**config.mk**
```make
export PLATFORM = sky130hd
export DESIGN_NAME = cdsp_port
export DESIGN_NICKNAME = d
export VERILOG_FILES = /design/src/hdl/cdsp_pkg.sv /design/src/hdl/cdsp_sync.sv /design/src/hdl/cdsp_fifo.sv /design/src/hdl/cdsp_port.sv
export SDC_FILE = /design/constraint.sdc
export NUM_CORES = 1
export LEC_CHECK = 0
export ABC_CLOCK_PERIOD_IN_PS = 6200
export BUFFER_PORTS_ARGS = -buffer_cell sky130_fd_sc_hd__buf_2
export CAP_MARGIN = 20
export CORE_UTILIZATION = 35
export CTS_CLUSTER_DIAMETER = 100
export CTS_CLUSTER_SIZE = 10
export DETAILED_ROUTE_END_ITERATION = 8
export SYNTH_ARGS = -nofsm -noshare
export SYNTH_HDL_FRONTEND = slang
export SYNTH_SLANG_ARGS = --single-unit
```
**constraint.sdc**
```tcl
create_clock -name clk_sys -period 6.2 [get_ports clk_sys]
set_input_delay 1.24 -clock clk_sys [delete_from_list [all_inputs] [get_ports clk_sys]]
set_output_delay 1.24 -clock clk_sys [all_outputs]
set_load 0.02 [all_outputs]
```
**src/hdl/cdsp_pkg.sv**
```systemverilog
// Purpose: Shared constants and types of the serial register-access port.
// Assumes: 10-bit register pointer and 16-bit register words.
// Notes: Used by cdsp_port and the bench through scoped names only.
package cdsp_pkg;
  localparam int ADDR_W = 10;
  localparam int DATA_W = 16;
  localparam logic [9:0] PTR_MAX = 10'h3FF;
  localparam logic [9:0] PTR_ZERO = 10'h000;
  // Command word layout.
  localparam logic [4:0] SPI_EN_PAT = 5'h1C;
  localparam int CMD_EN_HI = 15;
  localparam int CMD_EN_LO = 11;
  localparam int CMD_DIR_BIT = 10;
  localparam logic [3:0] SPI_LAST_BIT = 4'hF;
  localparam logic [3:0] BIT_ZERO = 4'h0;
  // Two-wire address is the fixed prefix followed by the two select pins.
  localparam logic [4:0] I2C_ADDR_BASE = 5'h0B;
  localparam logic [3:0] I2C_LAST_DATA = 4'h7;
  localparam logic [3:0] I2C_ACK_SLOT = 4'h8;
  localparam logic [1:0] IDX_PTR_HI = 2'h0;
  localparam logic [1:0] IDX_PTR_LO = 2'h1;
  localparam logic [1:0] IDX_DAT_HI = 2'h2;
  localparam logic [1:0] IDX_DAT_LO = 2'h3;
  typedef enum logic [1:0] {SP_CMD, SP_WR, SP_RD, SP_SKIP} cdsp_spi_e;
  typedef enum logic [1:0] {I2_IDLE, I2_DEV, I2_WR, I2_RD} cdsp_i2c_e;
endpackage

```
**src/hdl/cdsp_sync.sv**
```systemverilog
// Purpose: Two-flop synchroniser for pin levels.
// Assumes: Inputs are slow levels relative to clk_sys.
// Notes: The first stage feeds only the second stage.
`timescale 1ns/1ps
module cdsp_sync #(
  parameter int W = 1
) (
  // Clock and reset
  input wire logic clk_sys,
  input wire logic reset,
  // Levels
  input wire logic [W-1:0] din,
  output logic [W-1:0] dout
);
  logic [W-1:0] meta_q;

  always_ff @(posedge clk_sys or posedge reset)
  begin
    if (reset)
    begin
      meta_q <= '0;
      dout <= '0;
    end
    else
    begin
      meta_q <= din;
      dout <= meta_q;
    end
  end
endmodule

```
**src/hdl/cdsp_fifo.sv**
```systemverilog
// Purpose: Small valid/ready FIFO for register write words.
// Assumes: DEPTH is a power of two.
// Notes: Full and empty come from a separate occupancy count.
`timescale 1ns/1ps
module cdsp_fifo #(
  parameter int WIDTH = 26,
  parameter int DEPTH = 4
) (
  // Clock and reset
  input wire logic clk_sys,
  input wire logic reset,
  // Fill side
  input wire logic in_valid,
  output logic in_ready,
  input wire logic [WIDTH-1:0] in_data,
  // Drain side
  output logic out_valid,
  input wire logic out_ready,
  output logic [WIDTH-1:0] out_data
);
  localparam int AW = $clog2(DEPTH);
  logic [WIDTH-1:0] mem_q [DEPTH];
  logic [AW-1:0] wr_q;
  logic [AW-1:0] rd_q;
  logic [AW:0] cnt_q;
  logic push;
  logic pop;

  // The count is one bit wider than the pointers, so that a full FIFO can show DEPTH.
  assign in_ready = (cnt_q < (AW+1)'(DEPTH));
  assign out_valid = (cnt_q != '0);
  assign out_data = mem_q[rd_q];
  assign push = in_valid && in_ready;
  assign pop = out_valid && out_ready;

  always_ff @(posedge clk_sys)
  begin
    if (push)
      mem_q[wr_q] <= in_data;
  end

  always_ff @(posedge clk_sys or posedge reset)
  begin
    if (reset)
    begin
      wr_q <= '0;
      rd_q <= '0;
      cnt_q <= '0;
    end
    else
    begin
      if (push)
        wr_q <= wr_q + 1'b1;
      if (pop)
        rd_q <= rd_q + 1'b1;
      if (push && !pop)
        cnt_q <= cnt_q + 1'b1;
      else if (pop && !push)
        cnt_q <= cnt_q - 1'b1;
    end
  end
endmodule

```
**src/hdl/cdsp_port.sv**
```systemverilog
// Purpose: Serial register-access port, four-wire or two-wire variant.
// Assumes: Pins are asynchronous to clk_sys and are oversampled by it.
// Notes: The register bank sits outside; writes leave through a FIFO.
`timescale 1ns/1ps
module cdsp_port #(
  parameter bit USE_I2C = 1'b0,
  parameter int FIFO_DEPTH = 4
) (
  // Clock and reset
  input wire logic clk_sys,
  input wire logic reset,
  // Four-wire pins
  input wire logic spi_sclk,
  input wire logic spi_cs_n,
  input wire logic spi_sdi,
  output logic spi_sdo,
  output logic spi_sdo_oe,
  // Two-wire pins
  input wire logic i2c_scl,
  input wire logic i2c_sda_i,
  output logic i2c_sda_o,
  output logic i2c_sda_oe,
  input wire logic slave_addr_select_lsb,
  input wire logic slave_addr_select_msb,
  // Register bank
  output logic reg_wr_valid,
  input wire logic reg_wr_ready,
  output logic [cdsp_pkg::ADDR_W-1:0] reg_wr_addr,
  output logic [cdsp_pkg::DATA_W-1:0] reg_wr_data,
  output logic [cdsp_pkg::ADDR_W-1:0] reg_rd_addr,
  input wire logic [cdsp_pkg::DATA_W-1:0] reg_rd_data
);
  localparam int FW = cdsp_pkg::ADDR_W + cdsp_pkg::DATA_W;
  logic [6:0] pins_s;
  logic sclk_s, cs_s, sdi_s, scl_s, sda_s, sclk_p_q, scl_p_q, sda_p_q;
  logic [9:0] ptr_q;
  logic sat_q;
  logic ptr_load, ptr_inc, ptr_clr;
  logic [9:0] ptr_val;
  logic fifo_push, fifo_ready;
  logic [FW-1:0] fifo_in;

  cdsp_sync #(.W(7)) u_sync (
    .clk_sys(clk_sys),
    .reset(reset),
    .din({spi_sclk, spi_cs_n, spi_sdi, i2c_scl, i2c_sda_i, slave_addr_select_msb, slave_addr_select_lsb}),
    .dout(pins_s)
  );
  assign {sclk_s, cs_s, sdi_s, scl_s, sda_s} = pins_s[6:2];

  always_ff @(posedge clk_sys or posedge reset)
  begin
    if (reset)
    begin
      sclk_p_q <= 1'b0;
      scl_p_q <= 1'b1;
      sda_p_q <= 1'b1;
    end
    else
    begin
      sclk_p_q <= sclk_s;
      scl_p_q <= scl_s;
      sda_p_q <= sda_s;
    end
  end

  // Four-wire engine.
  cdsp_pkg::cdsp_spi_e sp_state_q;
  logic [3:0] sp_cnt_q;
  logic [15:0] sp_sh_q, sp_tx_q, spi_word;
  logic spi_rise, spi_fall, spi_done, sp_push, sp_load, sp_inc;

  // Edges only count while selected, so the idle clock level never matters.
  assign spi_rise = sclk_s && !sclk_p_q && !cs_s;
  assign spi_fall = !sclk_s && sclk_p_q && !cs_s;
  assign spi_word = {sp_sh_q[14:0], sdi_s};
  assign spi_done = spi_rise && (sp_cnt_q == cdsp_pkg::SPI_LAST_BIT);
  assign sp_load = spi_done && (sp_state_q == cdsp_pkg::SP_CMD)
    && (spi_word[cdsp_pkg::CMD_EN_HI:cdsp_pkg::CMD_EN_LO] == cdsp_pkg::SPI_EN_PAT);
  assign sp_push = spi_done && (sp_state_q == cdsp_pkg::SP_WR) && !sat_q && fifo_ready;
  assign sp_inc = sp_push
    || (spi_fall && (sp_state_q == cdsp_pkg::SP_RD) && (sp_cnt_q == cdsp_pkg::BIT_ZERO));

  always_ff @(posedge clk_sys or posedge reset)
  begin
    if (reset)
    begin
      sp_state_q <= cdsp_pkg::SP_CMD;
      sp_cnt_q <= cdsp_pkg::BIT_ZERO;
      sp_sh_q <= 16'h0000;
    end
    else if (cs_s)
    begin
      // A rising select drops any partial word.
      sp_state_q <= cdsp_pkg::SP_CMD;
      sp_cnt_q <= cdsp_pkg::BIT_ZERO;
    end
    else if (spi_rise)
    begin
      sp_sh_q <= spi_word;
      sp_cnt_q <= sp_cnt_q + 1'b1;
      if (spi_done && sp_state_q == cdsp_pkg::SP_CMD)
      begin
        if (!sp_load)
          sp_state_q <= cdsp_pkg::SP_SKIP;
        else if (spi_word[cdsp_pkg::CMD_DIR_BIT])
          sp_state_q <= cdsp_pkg::SP_RD;
        else
          sp_state_q <= cdsp_pkg::SP_WR;
      end
    end
  end

  // Readback changes only on falling edges and is released when deselected.
  always_ff @(posedge clk_sys or posedge reset)
  begin
    if (reset)
    begin
      sp_tx_q <= 16'h0000;
      spi_sdo <= 1'b0;
      spi_sdo_oe <= 1'b0;
    end
    else
    begin
      spi_sdo_oe <= !cs_s && (sp_state_q == cdsp_pkg::SP_RD);
      if (spi_fall && sp_state_q == cdsp_pkg::SP_RD)
      begin
        if (sp_cnt_q == cdsp_pkg::BIT_ZERO)
        begin
          spi_sdo <= reg_rd_data[15];
          sp_tx_q <= {reg_rd_data[14:0], 1'b0};
        end
        else
        begin
          spi_sdo <= sp_tx_q[15];
          sp_tx_q <= {sp_tx_q[14:0], 1'b0};
        end
      end
    end
  end

  // Two-wire engine.
  cdsp_pkg::cdsp_i2c_e i2_state_q;
  logic [3:0] i2_cnt_q;
  logic [7:0] i2_sh_q, i2_tx_q, i2_hi_q;
  logic [15:0] i2_word_q;
  logic [1:0] i2_idx_q;
  logic i2_dir_q, i2_lo_q, i2_nack_q;
  logic i2_start, i2_stop, i2_rise, i2_fall, i2_match, i2_byte, i2_push, i2_load, i2_inc;

  assign i2_start = scl_s && scl_p_q && !sda_s && sda_p_q;
  assign i2_stop = scl_s && scl_p_q && sda_s && !sda_p_q;
  assign i2_rise = scl_s && !scl_p_q;
  assign i2_fall = !scl_s && scl_p_q;
  assign i2_match = (i2_sh_q[7:1] == {cdsp_pkg::I2C_ADDR_BASE, pins_s[1], pins_s[0]});
  assign i2_byte = i2_fall && (i2_cnt_q == cdsp_pkg::I2C_LAST_DATA);
  assign i2_load = i2_byte && (i2_state_q == cdsp_pkg::I2_WR) && (i2_idx_q == cdsp_pkg::IDX_PTR_LO);
  assign i2_push = i2_byte && (i2_state_q == cdsp_pkg::I2_WR) && (i2_idx_q == cdsp_pkg::IDX_DAT_LO)
    && !sat_q && fifo_ready;
  // The read pointer moves as the low byte leaves the latched word, so the next word is fetched in time.
  assign i2_inc = i2_push || (i2_fall && (i2_state_q == cdsp_pkg::I2_RD)
    && (i2_cnt_q == cdsp_pkg::I2C_ACK_SLOT) && !i2_nack_q && !i2_lo_q);
  assign i2c_sda_o = 1'b0;

  always_ff @(posedge clk_sys or posedge reset)
  begin
    if (reset)
    begin
      i2_state_q <= cdsp_pkg::I2_IDLE;
      i2_cnt_q <= cdsp_pkg::BIT_ZERO;
      i2_sh_q <= 8'h00;
      i2_tx_q <= 8'h00;
      i2_hi_q <= 8'h00;
      i2_word_q <= 16'h0000;
      i2_idx_q <= cdsp_pkg::IDX_PTR_HI;
      i2_dir_q <= 1'b0;
      i2_lo_q <= 1'b0;
      i2_nack_q <= 1'b0;
      i2c_sda_oe <= 1'b0;
    end
    else if (i2_stop)
    begin
      i2_state_q <= cdsp_pkg::I2_IDLE;
      i2c_sda_oe <= 1'b0;
    end
    else if (i2_start)
    begin
      i2_state_q <= cdsp_pkg::I2_DEV;
      // The start's own falling clock wraps the count from all ones to zero, so it is not taken as a bit.
      i2_cnt_q <= '1;
      i2c_sda_oe <= 1'b0;
    end
    else if (i2_state_q != cdsp_pkg::I2_IDLE)
    begin
      if (i2_rise)
      begin
        if (i2_cnt_q == cdsp_pkg::I2C_ACK_SLOT)
          i2_nack_q <= sda_s;
        else
          i2_sh_q <= {i2_sh_q[6:0], sda_s};
      end
      else if (i2_byte)
      begin
        i2_cnt_q <= cdsp_pkg::I2C_ACK_SLOT;
        if (i2_state_q == cdsp_pkg::I2_DEV)
        begin
          i2c_sda_oe <= i2_match;
          i2_dir_q <= i2_sh_q[0];
          if (!i2_match)
            i2_state_q <= cdsp_pkg::I2_IDLE;
        end
        else if (i2_state_q == cdsp_pkg::I2_WR)
        begin
          i2c_sda_oe <= 1'b1;
          i2_idx_q <= (i2_idx_q == cdsp_pkg::IDX_DAT_LO) ? cdsp_pkg::IDX_DAT_HI : i2_idx_q + 1'b1;
          if (i2_idx_q == cdsp_pkg::IDX_PTR_HI || i2_idx_q == cdsp_pkg::IDX_DAT_HI)
            i2_hi_q <= i2_sh_q;
        end
        else
          i2c_sda_oe <= 1'b0;
      end
      else if (i2_fall && i2_cnt_q == cdsp_pkg::I2C_ACK_SLOT)
      begin
        i2_cnt_q <= cdsp_pkg::BIT_ZERO;
        i2c_sda_oe <= 1'b0;
        if (i2_state_q == cdsp_pkg::I2_DEV)
        begin
          i2_state_q <= i2_dir_q ? cdsp_pkg::I2_RD : cdsp_pkg::I2_WR;
          i2_idx_q <= cdsp_pkg::IDX_PTR_HI;
          i2_nack_q <= 1'b0;
          i2_lo_q <= 1'b0;
        end
        if ((i2_state_q == cdsp_pkg::I2_DEV && i2_dir_q) || (i2_state_q == cdsp_pkg::I2_RD && !i2_nack_q))
        begin
          // High byte is latched with the word so the low byte matches it.
          if (i2_state_q == cdsp_pkg::I2_DEV || i2_lo_q)
          begin
            i2_word_q <= reg_rd_data;
            i2c_sda_oe <= !reg_rd_data[15];
            i2_tx_q <= reg_rd_data[14:7];
            i2_lo_q <= 1'b0;
          end
          else
          begin
            i2c_sda_oe <= !i2_word_q[7];
            i2_tx_q <= {i2_word_q[6:0], 1'b0};
            i2_lo_q <= 1'b1;
          end
        end
        else if (i2_state_q == cdsp_pkg::I2_RD)
          i2_state_q <= cdsp_pkg::I2_IDLE;
      end
      else if (i2_fall && i2_state_q == cdsp_pkg::I2_RD)
      begin
        i2_cnt_q <= i2_cnt_q + 1'b1;
        i2c_sda_oe <= !i2_tx_q[7];
        i2_tx_q <= {i2_tx_q[6:0], 1'b0};
      end
      else if (i2_fall)
        i2_cnt_q <= i2_cnt_q + 1'b1;
    end
  end

  // Shared pointer; a word accepted at the top address saturates it.
  assign ptr_clr = USE_I2C && i2_stop;
  assign ptr_load = USE_I2C ? i2_load : sp_load;
  assign ptr_val = USE_I2C ? {i2_hi_q[1:0], i2_sh_q} : spi_word[9:0];
  assign ptr_inc = USE_I2C ? i2_inc : sp_inc;
  assign reg_rd_addr = ptr_q;

  always_ff @(posedge clk_sys or posedge reset)
  begin
    if (reset)
    begin
      ptr_q <= cdsp_pkg::PTR_ZERO;
      sat_q <= 1'b0;
    end
    else if (ptr_clr)
    begin
      ptr_q <= cdsp_pkg::PTR_ZERO;
      sat_q <= 1'b0;
    end
    else if (ptr_load)
    begin
      ptr_q <= ptr_val;
      sat_q <= 1'b0;
    end
    else if (ptr_inc)
    begin
      if (ptr_q == cdsp_pkg::PTR_MAX)
        sat_q <= 1'b1;
      else
        ptr_q <= ptr_q + 1'b1;
    end
  end

  // A full FIFO drops the word rather than stalling a host-clocked link.
  assign fifo_push = USE_I2C ? i2_push : sp_push;
  assign fifo_in = USE_I2C ? {ptr_q, i2_hi_q, i2_sh_q} : {ptr_q, spi_word};

  cdsp_fifo #(.WIDTH(FW), .DEPTH(FIFO_DEPTH)) u_fifo (
    .clk_sys(clk_sys),
    .reset(reset),
    .in_valid(fifo_push),
    .in_ready(fifo_ready),
    .in_data(fifo_in),
    .out_valid(reg_wr_valid),
    .out_ready(reg_wr_ready),
    .out_data({reg_wr_addr, reg_wr_data})
  );

  chk_sdo_release: assert property (@(posedge clk_sys) disable iff (reset) cs_s |=> !spi_sdo_oe)
    else $error("data output driven while deselected");
  chk_bad_enable: assert property (@(posedge clk_sys) disable iff (reset)
    spi_done && sp_state_q == cdsp_pkg::SP_CMD && !sp_load && !USE_I2C |=> sp_state_q == cdsp_pkg::SP_SKIP)
    else $error("command without enable pattern accepted");
  chk_read_dir: assert property (@(posedge clk_sys) disable iff (reset)
    sp_load && spi_word[cdsp_pkg::CMD_DIR_BIT] |=> sp_state_q == cdsp_pkg::SP_RD ##1 spi_sdo_oe)
    else $error("read command did not enter read");
  chk_ptr_load: assert property (@(posedge clk_sys) disable iff (reset)
    ptr_load && !ptr_clr |=> ptr_q == $past(ptr_val) && !sat_q)
    else $error("pointer not loaded");
  chk_no_wrap: assert property (@(posedge clk_sys) disable iff (reset)
    ptr_q == cdsp_pkg::PTR_MAX && !ptr_load && !ptr_clr |=> ptr_q == cdsp_pkg::PTR_MAX)
    else $error("pointer wrapped");
  chk_write_push: assert property (@(posedge clk_sys) disable iff (reset)
    !USE_I2C && spi_done && sp_state_q == cdsp_pkg::SP_WR && !sat_q && !reg_wr_valid |=> reg_wr_valid)
    else $error("complete write word not stored");
  chk_sdo_shift: assert property (@(posedge clk_sys) disable iff (reset)
    spi_fall && sp_state_q == cdsp_pkg::SP_RD && sp_cnt_q != cdsp_pkg::BIT_ZERO |=> spi_sdo == $past(sp_tx_q[15]))
    else $error("readback bit not shifted on falling edge");
  chk_stop_clear: assert property (@(posedge clk_sys) disable iff (reset)
    USE_I2C && i2_stop |=> ptr_q == cdsp_pkg::PTR_ZERO && i2_state_q == cdsp_pkg::I2_IDLE)
    else $error("stop did not clear pointer");
  chk_addr_ack: assert property (@(posedge clk_sys) disable iff (reset)
    i2_byte && i2_state_q == cdsp_pkg::I2_DEV && i2_match && !i2_stop && !i2_start |=> i2c_sda_oe)
    else $error("own address not acknowledged");
endmodule

```
**After elaboration in Yosys (flattened, before gate mapping)**

Memory sizes are Yosys's and may differ from the RTL's.
Index checks and enable logic that the tools add are counted.
Widths: inputs -> output; s select.

- Flip-flop bits (word level): 108
- RAM bits: 104
- Bits of input ports: 26
- Output and inout bits: 41
- Memories: 1

- Add/sub/neg operators: 7
- Magnitude comparators: 1
- Eq/ne operators: 19
- Muxes and demuxes: 60
- Bitwise logic cells: 6
- Reductions and logical operators: 77

Memory list:

| memory | words | width | rd ports | clocked after memory_dff | write ports | line | RTL |
|---|---|---|---|---|---|---|---|
| u_fifo.mem_q | 4 | 26 | 1 | 0 | 1 | cdsp_fifo.sv:22 | `logic [WIDTH-1:0] mem_q [DEPTH];` |

Operator list:

| cell | number |
|---|---|
| $mux 4 | 9 |
| $mux 2 | 16 |
| $mux 8 | 4 |
| $mux 10 | 3 |
| $logic_and 1x1->1 | 29 |
| $mux 1 | 25 |
| $reduce_bool 2->1 | 11 |
| $reduce_and 7->1 | 3 |
| $mux 16 | 1 |
| $logic_not 1->1 | 14 |
| $add 10x1->10 const B | 1 |
| $eq 10x10->1 const B | 1 |
| $reduce_and 5->1 | 2 |
| $reduce_bool 5->1 | 2 |
| $add 4x1->4 const B | 2 |
| $eq 4x4->1 const B | 2 |
| $reduce_and 2->1 | 4 |
| $reduce_and 8->1 | 1 |
| $eq 7x6->1 | 1 |
| $eq 2x2->1 const B | 3 |
| $mux 3 | 2 |
| $ne 2x2->1 const B | 3 |
| $not 1->1 | 6 |
| $reduce_and 6->1 | 1 |
| 18 further kinds | 24 |

**Longest topological paths before layout**

Gate-level depths: netlist of run 1.

- Depth in word-level cells: 12
- Gate-level depth with buffers: 10
- Gate-level depth less buffers: 9

**Hierarchy**

From an unflattened synthesis of run 1, not the netlist that was laid out.

- Cell total of the unflattened synthesis: 590
- Area total of the unflattened synthesis: 8888.5 um2

By module, submodules not included:

| module | instances | cells an instance | area each (um2) |
|---|---|---|---|
| cdsp_port | 1 | 402 | 4326.6 |
| cdsp_fifo | 1 | 173 | 4207.8 |
| cdsp_sync | 1 | 15 | 354.1 |

**Worst setup path before layout of run 1**

OpenSTA, ideal clock, no wires.

- Path type: flip-flop to output port
- From: reg u_fifo.rd_q[0]
- To: out reg_wr_addr[2] in the netlist's numbering
- Arrival time: 1.494 ns
- Data required time: 4.960 ns
- Setup slack: 3.466 ns
- Cell stages (with the launch flop): 4
- Path through: dfrtp_1 -> buf_2 -> buf_2 -> mux4_2

- Longest elaborated chain between the ends: 1

Ends and longest elaborated chain:

| item | line | RTL |
|---|---|---|
| start, declared | cdsp_fifo.sv:24 | `logic [AW-1:0] rd_q;` |
| start signal, assigned | cdsp_fifo.sv:55 | `rd_q <= rd_q + 1'b1;` |
| $mem_v2 4x26 | n/a |  |
| end, declared | cdsp_port.sv:28 | `output logic [cdsp_pkg::ADDR_W-1:0] reg_wr_addr,` |

No other way between the ends.

**Worst setup path in the final report of run 1**

- From: reg u_fifo.rd_q[0]
- To: out reg_wr_data[6] in the netlist's numbering

- Longest elaborated chain between the ends: 1

Ends and longest elaborated chain:

| item | line | RTL |
|---|---|---|
| $mem_v2 4x26 | n/a |  |
| end, declared | cdsp_port.sv:29 | `output logic [cdsp_pkg::DATA_W-1:0] reg_wr_data,` |

No other way between the ends.

==> qor.csv, run 1 <==
metric,value,unit
largest_cells_by_area_after_synthesis,"sky130_fd_sc_hd__edfxtp_1 (35%), sky130_fd_sc_hd__dfrtp_1 (30%), sky130_fd_sc_hd__mux4_2 (6.6%)",
mappedNetlistArea,8880,um2
synth.lib_cells_used.distinct,66,
worst_clock_skew,23.5,ps
path_cells,mux4_2 -> buf_2,
synth_top_area_share,35.2,%
cp_data_required_time,4960,ps
power.density_cell_area,311,nW/um2
power_leakage,4.12,nW
fp.dieH,161,um
layout.filler_cells,2243,
final.min_clock_period,3530,ps
cts_tree,built,
dp_hpwl,11.2,mm
netlist_instances,585,
tritoncts_num_sinks,211,
yosys_warnings,0,
die-area,26000,um2
timing.max_cap.violations,0,
synth_edf_count,104,
most_frequent_cell_after_synthesis,sky130_fd_sc_hd__dfrtp_1,
post_cts_setup_bufs,0,
postCtsHoldBufs,0,
r2r_cells,9,
nNetsFinal,707,
starting_density_of_the_core,36.1,%
clk_pin_slew,50,ps
fp-row-count,57,
core,24600,um2
synth-main-ff-cell,sky130_fd_sc_hd__dfrtp_1,
drt_first_pass_iters,4,
critPathMaxStageDelay,970,ps
worst_slack_placed,3170,ps
startpoint_type,flop,
fin_setup_tns,0,ps
final_min_period_over_clock_period,57.0,%
floorplan.io_pins,67,
crit_path_top_delay_cell,sky130_fd_sc_hd__dfrtp_2,
cts_root_buf,sky130_fd_sc_hd__clkbuf_16,
cp.buffers_inverters,1,
route.detailed.drc,0,
wirelength,16.8,mm
finalSetupViolations,0,
post_cts_resize_count,0,
r2r-start,sclk_p_q$_DFF_PP0_,
ctsHtreeMaxLevel,1,
crit_family,flip-flops,
worstHoldPathType,flop to flop,
maximum_clock_path_buffer_count,3,
flops_latches_synth,211,
via_count_of_the_first_global_routing_pass,5223,
final_layout_size_suffix_gt1_share,27.6,%
vias_per_cell,5.03,
synth_common_cells,"sky130_fd_sc_hd__dfrtp_1 (105), sky130_fd_sc_hd__edfxtp_1 (104), sky130_fd_sc_hd__nand2_1 (51)",
cp_data_arrival_time,2290,ps
clock.fmax,283,MHz
endpoint,reg_wr_data[6],
dpl-instance-area,9560,um2
cp-startpoint,u_fifo.rd_q[0]$_DFFE_PP0P_,
irDropWorstVdd,0.000211,V
report.final.hold_viol_count,0,
cts_inserted_buffers,25,
postRouteAntennaNets,0,
place.port_buffers,65,
setup_repair_after_global_routing_missed_its_margin,false,
worstReg2RegEnd,u_fifo.cnt_q[2]$_DFFE_PP0P_,
yosysSeqAreaShare,65.4,%
tightest_slew,922,ps
timing.critical_path.fanout_max,28,
clkLatencyLatePin,520,ps
drt_first_iter_violations,423,
route.vias.total,5073,
result_of_the_run,completed,
synth_async_sr_flop_share,50.7,%
antenna_cells,0,
setup_ws,2670,ps
finalInstanceArea,10300,um2
global_route.overflow_total,0,
avgRoutedWirePerCell,16.6,um
syn-num-nets,627,
area_growth,16.3,%
global_routing_usage_summed_across_all_routing_layers,13.3,%
floorplan.die.width,161,um
max-slew-margin-rel,38.5,%
grt_max_degree,57,
synth.largest_area_cell,sky130_fd_sc_hd__edfxtp_1,
post_synth.cell_area_avg,15.2,um2
grt_pass1_wl,27.8,mm
crit_cells,2,
antenna_violations_before_repair,0,
slew_viol_final,0,
worstSetupPathType,flop to output port,
endpoint_kind,output port,
globalplace.congestion,0.803,
setup.reg_to_reg.worst_slack,3470,ps
[power breakdown]
group          switching [mW]  internal [mW]  total (mW)
Combinational           0.128          0.118       0.246
Clock                   0.537          0.761        1.30
Sequential              0.101           1.57        1.67
[layout make-up]
cell class	count	area, um2	area share (%)
clock buffers	44	697	6.75
well taps	324	405	3.92
repair buffers	74	420	4.07
multi-input cells	333	2900	28.0
clock inverters	2	28.8	0.279
inverters	20	77.6	0.751
flip-flops and latches	211	5800	56.2
[metrics by stage]
stage                     hold WS [ps]  util, %  power, mW  cells
after floorplan                    331        -       1.85    585
after global placement             333     38.9       1.92    960
after detailed placement           336     38.9       1.94    960
after CTS                          349     41.8       3.26   1006
after global routing               356     42.0       3.36   1008
final                              349     42.0       3.21   1008
[flip-flops by register name, indices dropped and copies added, names as in the netlist, 2 cells and up]
signal         flops
u_fifo.mem_q     104
i2_cnt_q           4
sp_tx_q           15
sp_cnt_q           4
reg_rd_addr       10
u_sync.dout        7
u_fifo.wr_q        2
u_fifo.cnt_q       3
i2_state_q         2
sp_sh_q           15
u_fifo.rd_q        2
i2_tx_q            8
sp_state_q         2
u_sync.meta_q      7
i2_word_q          8
i2_sh_q            8
[cells by family (layout without fill, tap and decap cells)]
kind of cell,Yosys count,count (layout),share of synthesized area (%)
flip-flops,211,211,65.4
AND/OR/NAND/NOR,137,137,8.65
multiplexers,91,91,14.5
AO/OA/AOI/OAI,74,74,5.62
buffers and inverters,41,140,2.09
adder cells (fa/ha/maj),16,16,2.34
XOR/XNOR,14,14,1.38
other,1,1,0.0422
[per-layer routing]
layer / vias to the layer above / wire length [um] / global-route usage [%]
met4: 0 / 460 / 3.82
met1: 2558 / 7460 / 17.3
li1: 2353 / - / -
met2: 127 / 8130 / 22.6
met3: 35 / 715 / 2.65
met5: - / 0 / 0
[worst min-delay path by stage]
stage,start,end,cells after the start
final,u_sync.meta_q[4]$_DFF_PP0_,u_sync.dout[4]$_DFF_PP0_,0
after global routing,u_sync.meta_q[1]$_DFF_PP0_,u_sync.dout[1]$_DFF_PP0_,0
after CTS,u_sync.meta_q[4]$_DFF_PP0_,u_sync.dout[4]$_DFF_PP0_,0
after detailed placement,u_sync.meta_q[4]$_DFF_PP0_,u_sync.dout[4]$_DFF_PP0_,0
after global placement,u_sync.meta_q[0]$_DFF_PP0_,u_sync.dout[0]$_DFF_PP0_,0
after floorplan,u_sync.meta_q[0]$_DFF_PP0_,u_sync.dout[0]$_DFF_PP0_,0
[cell usage in the layout, fill, tap and decap left out, drive strengths merged, types with 21 or more instances in the layout]
cell | netlist | final
nand2 | 52 | 52
buf | 13 | 74
nor2 | 21 | 21
inv | 20 | 22
edfxtp | 104 | 104
mux2 | 42 | 42
dfrtp | 105 | 105
mux4 | 26 | 26
mux2i | 23 | 23
o21ai | 35 | 35
clkbuf | 8 | 44
Power figures use the tool's default switching activity.
==> inputs of run 2 (changes only) <==
- ABC_AREA: unset -> 1
- ABC_CLOCK_PERIOD_IN_PS: 6200 -> 2950
- clock period: 6.2 -> 2.95 ns (I/O delays scaled with it)
==> run 2 against run 1 <==
Final area is 1.3% higher. Total power increased by 150%. Critical path type unchanged. Global-route usage increased by 1.2 points. Clock skew fell by 12 ps. Cell count is 28% higher. Synthesized area is 1.5% higher. Sequential share of layout area decreased by 0.74 points. Largest power group unchanged. Synthesized cell count increased by 48%. Core utilization shrank 0.42 points.
==> qor.csv, run 2 <==
metric,value,unit
result_of_the_run,completed,
clkLatencyLatePin,520,ps
post_cts_setup_bufs,0,
comb_power_share,22.4,%
synth.lib_cells_used.distinct,41,
r2r-start,sp_cnt_q[0]$_DFFE_PP0P_,
max_flop_register,u_fifo.mem_q,
report.final.hold_viol_count,0,
worstReg2RegEnd,u_fifo.cnt_q[2]$_DFFE_PP0P_,
irDropWorstVdd,0.000455,V
finalPower,7.96,mW
post_cts_resize_count,0,
flops_latches_synth,211,
synth_common_cells,"sky130_fd_sc_hd__nand2_1 (160), sky130_fd_sc_hd__nor2_1 (108), sky130_fd_sc_hd__dfrtp_1 (105)",
worst_clock_skew,12.0,ps
worst_hold_path_ep,u_sync.meta_q[2]$_DFF_PP0_,
largest_reg_flops,104,
synth-main-ff-cell,sky130_fd_sc_hd__dfrtp_1,
drt_first_iter_violations,408,
slew_viol_final,0,
critPathMaxStageDelay,430,ps
cp_data_arrival_time,2000,ps
ctsHtreeMaxLevel,1,
synth.largest_area_cell,sky130_fd_sc_hd__edfxtp_1,
nNetsFinal,985,
final_layout_size_suffix_gt1_share,15.1,%
route.detailed.drc,0,
grt_max_degree,108,
fp.dieH,162,um
yosys_warnings,0,
synth_edf_count,104,
grt_pass1_wl,31.0,mm
place.port_buffers,65,
finalSetupViolations,0,
area_growth,16.1,%
maximum_clock_path_buffer_count,3,
swShare,31.8,%
hold_start,i2c_sda_i,
tritoncts_num_sinks,211,
most_frequent_cell_after_synthesis,sky130_fd_sc_hd__nand2_1,
starting_density_of_the_core,35.8,%
global_routing_usage_summed_across_all_routing_layers,14.5,%
layout.filler_cells,2426,
worstSetupPathType,flop to output port,
vias_per_cell,4.81,
max-slew-margin-rel,48.0,%
avgRoutedWirePerCell,14.4,um
endpoint_kind,output port,
postCtsHoldBufs,0,
syn-num-nets,909,
crit_path_top_delay_cell,sky130_fd_sc_hd__buf_4,
final.min_clock_period,2590,ps
route.vias.total,6219,
path_cells,clkinv_1 -> buf_4 -> o21ai_0 -> o22ai_1 -> buf_2,
fp-row-count,58,
holdPathStages,1,
postLayoutCoreUtil,41.6,%
fin_setup_tns,0,ps
synth_top_area_share,34.7,%
antenna_violations_before_repair,0,
startpoint_type,flop,
setup_repair_after_global_routing_missed_its_margin,false,
floorplan.io_pins,67,
clock_power_share,34.6,%
crit_family,buffers and inverters,
setup.reg_to_reg.worst_slack,680,ps
clock.fmax,386,MHz
largest_cells_by_area_after_synthesis,"sky130_fd_sc_hd__edfxtp_1 (35%), sky130_fd_sc_hd__dfrtp_1 (29%), sky130_fd_sc_hd__nand2_1 (6.7%)",
synth_async_sr_flop_share,50.7,%
core,25200,um2
timing.critical_path.fanout_max,45,
tightest_slew,775,ps
mostFrequentLayoutCells,"sky130_fd_sc_hd__nand2_1 (160), sky130_fd_sc_hd__dfrtp_1 (105), sky130_fd_sc_hd__nor2_1 (104), sky130_fd_sc_hd__edfxtp_1 (104), sky130_fd_sc_hd__o21ai_0 (90)",
antenna_cells,0,
total_switching_power,2.53,mW
clk_pin_slew,50,ps
power_leakage,4.25,nW
cts_inserted_buffers,25,
wirelength,18.6,mm
power.density_cell_area,760,nW/um2
r2r_cells,11,
final_min_period_over_clock_period,87.8,%
post_synth.cell_area_avg,10.4,um2
cts_tree,built,
reg.largest.list,"u_fifo.mem_q: 104 flops, sp_sh_q: 15 flops, sp_tx_q: 15 flops",
globalplace.congestion,0.788,
yosysSeqAreaShare,64.4,%
drt_first_pass_iters,4,
cts_root_buf,sky130_fd_sc_hd__clkbuf_16,
timing.max_cap.violations,0,
final_common_cell,sky130_fd_sc_hd__nand2_1,
seq_power_share,43.0,%
cp_data_required_time,2360,ps
die-area,26400,um2
worstHoldPathType,input pin to flop,
via_count_of_the_first_global_routing_pass,6130,
global_route.overflow_total,0,
netlist_instances,867,
cp.buffers_inverters,3,
cellInternalPower,5.43,mW
postRouteAntennaNets,0,
mappedNetlistArea,9010,um2
dp_hpwl,11.7,mm
floorplan.die.width,162,um
[run 2: cell types whose count changed after synthesis, sizes merged, moves of 23 or more]
| cell | delta |
|---|---|
| o22ai | +27 |
| nand2 | +119 |
| inv | +53 |
| o21ai | +60 |
| a21oi | +33 |
| mux2i | -23 |
| mux4 | -26 |
| mux2 | -40 |
| nand3 | +28 |
| nor2 | +96 |
[run 2: metrics by stage]
stage          std cells  worst slack [ps]  hold slack, ps  instance area, um2
3_5_place_dp        1246               670             335                9740
2_1_floorplan        867               531             331                9010
3_3_place_gp        1246               700             336                9740
4_1_cts             1292               310             146               10500
6_report            1292               359             171               10500
5_1_grt             1292               177             149               10500
[run 2: worst max-delay path by stage]
stage	startpoint	end	cells past startpoint
floorplan	sp_cnt_q[0]$_DFFE_PP0P_	u_fifo.mem_q[0][0]$_DFFE_PP_	5
global placement	sp_cnt_q[0]$_DFFE_PP0P_	u_fifo.cnt_q[2]$_DFFE_PP0P_	11
detailed placement	sp_cnt_q[0]$_DFFE_PP0P_	u_fifo.cnt_q[2]$_DFFE_PP0P_	11
CTS	u_fifo.rd_q[0]$_DFFE_PP0P_	reg_wr_data[13]	5
global route	u_fifo.rd_q[0]$_DFFE_PP0P_	reg_wr_data[13]	5
finish	u_fifo.rd_q[0]$_DFFE_PP0P_	reg_wr_data[13]	5
[run 2: kinds of logic (layout without fill, tap and decap cells)]
logic type               count (synthesis)  count (layout)  synth area share, %
flip-flops                             211             211                 64.4
XOR/XNOR                                10              10                0.972
AO/OA/AOI/OAI                          186             186                 11.4
AND/OR/NAND/NOR                        336             336                 15.9
other                                    1               1               0.0416
buffers and inverters                  105             200                 4.72
adder cells (fa/ha/maj)                 16              16                 2.30
multiplexers                             2               2                0.250
[run 2: layout make-up]
class / instances / area (um2) / share of cell area [%]
clock inverters: 2 / 28.8 / 0.275
inverters: 75 / 288 / 2.75
repair buffers: 79 / 443 / 4.23
flip-flops and latches: 211 / 5800 / 55.5
clock buffers: 44 / 697 / 6.66
well taps: 330 / 413 / 3.95
multi-input cells: 551 / 2790 / 26.7
[run 2: power groups by stage]
stage | sequential (mW) | clock (mW) | combinational (mW)
CTS | 3.42 | 2.85 | 1.81
detailed placement | 3.47 | 0 | 1.81
finish | 3.42 | 2.75 | 1.78
global placement | 3.47 | 0 | 1.78
floorplan | 3.43 | 0 | 1.26
global route | 3.45 | 2.96 | 1.99
[run 2: metal layers]
| layer | GRT usage (%) | vias up | part of all wire (%) |
|---|---|---|---|
| li1 | - | 3098 | - |
| met1 | 19.6 | 2975 | 47 |
| met2 | 24.4 | 116 | 47 |
| met3 | 2.50 | 30 | 4.1 |
| met4 | 3.04 | 0 | 1.7 |
| met5 | 0 | - | 0 |
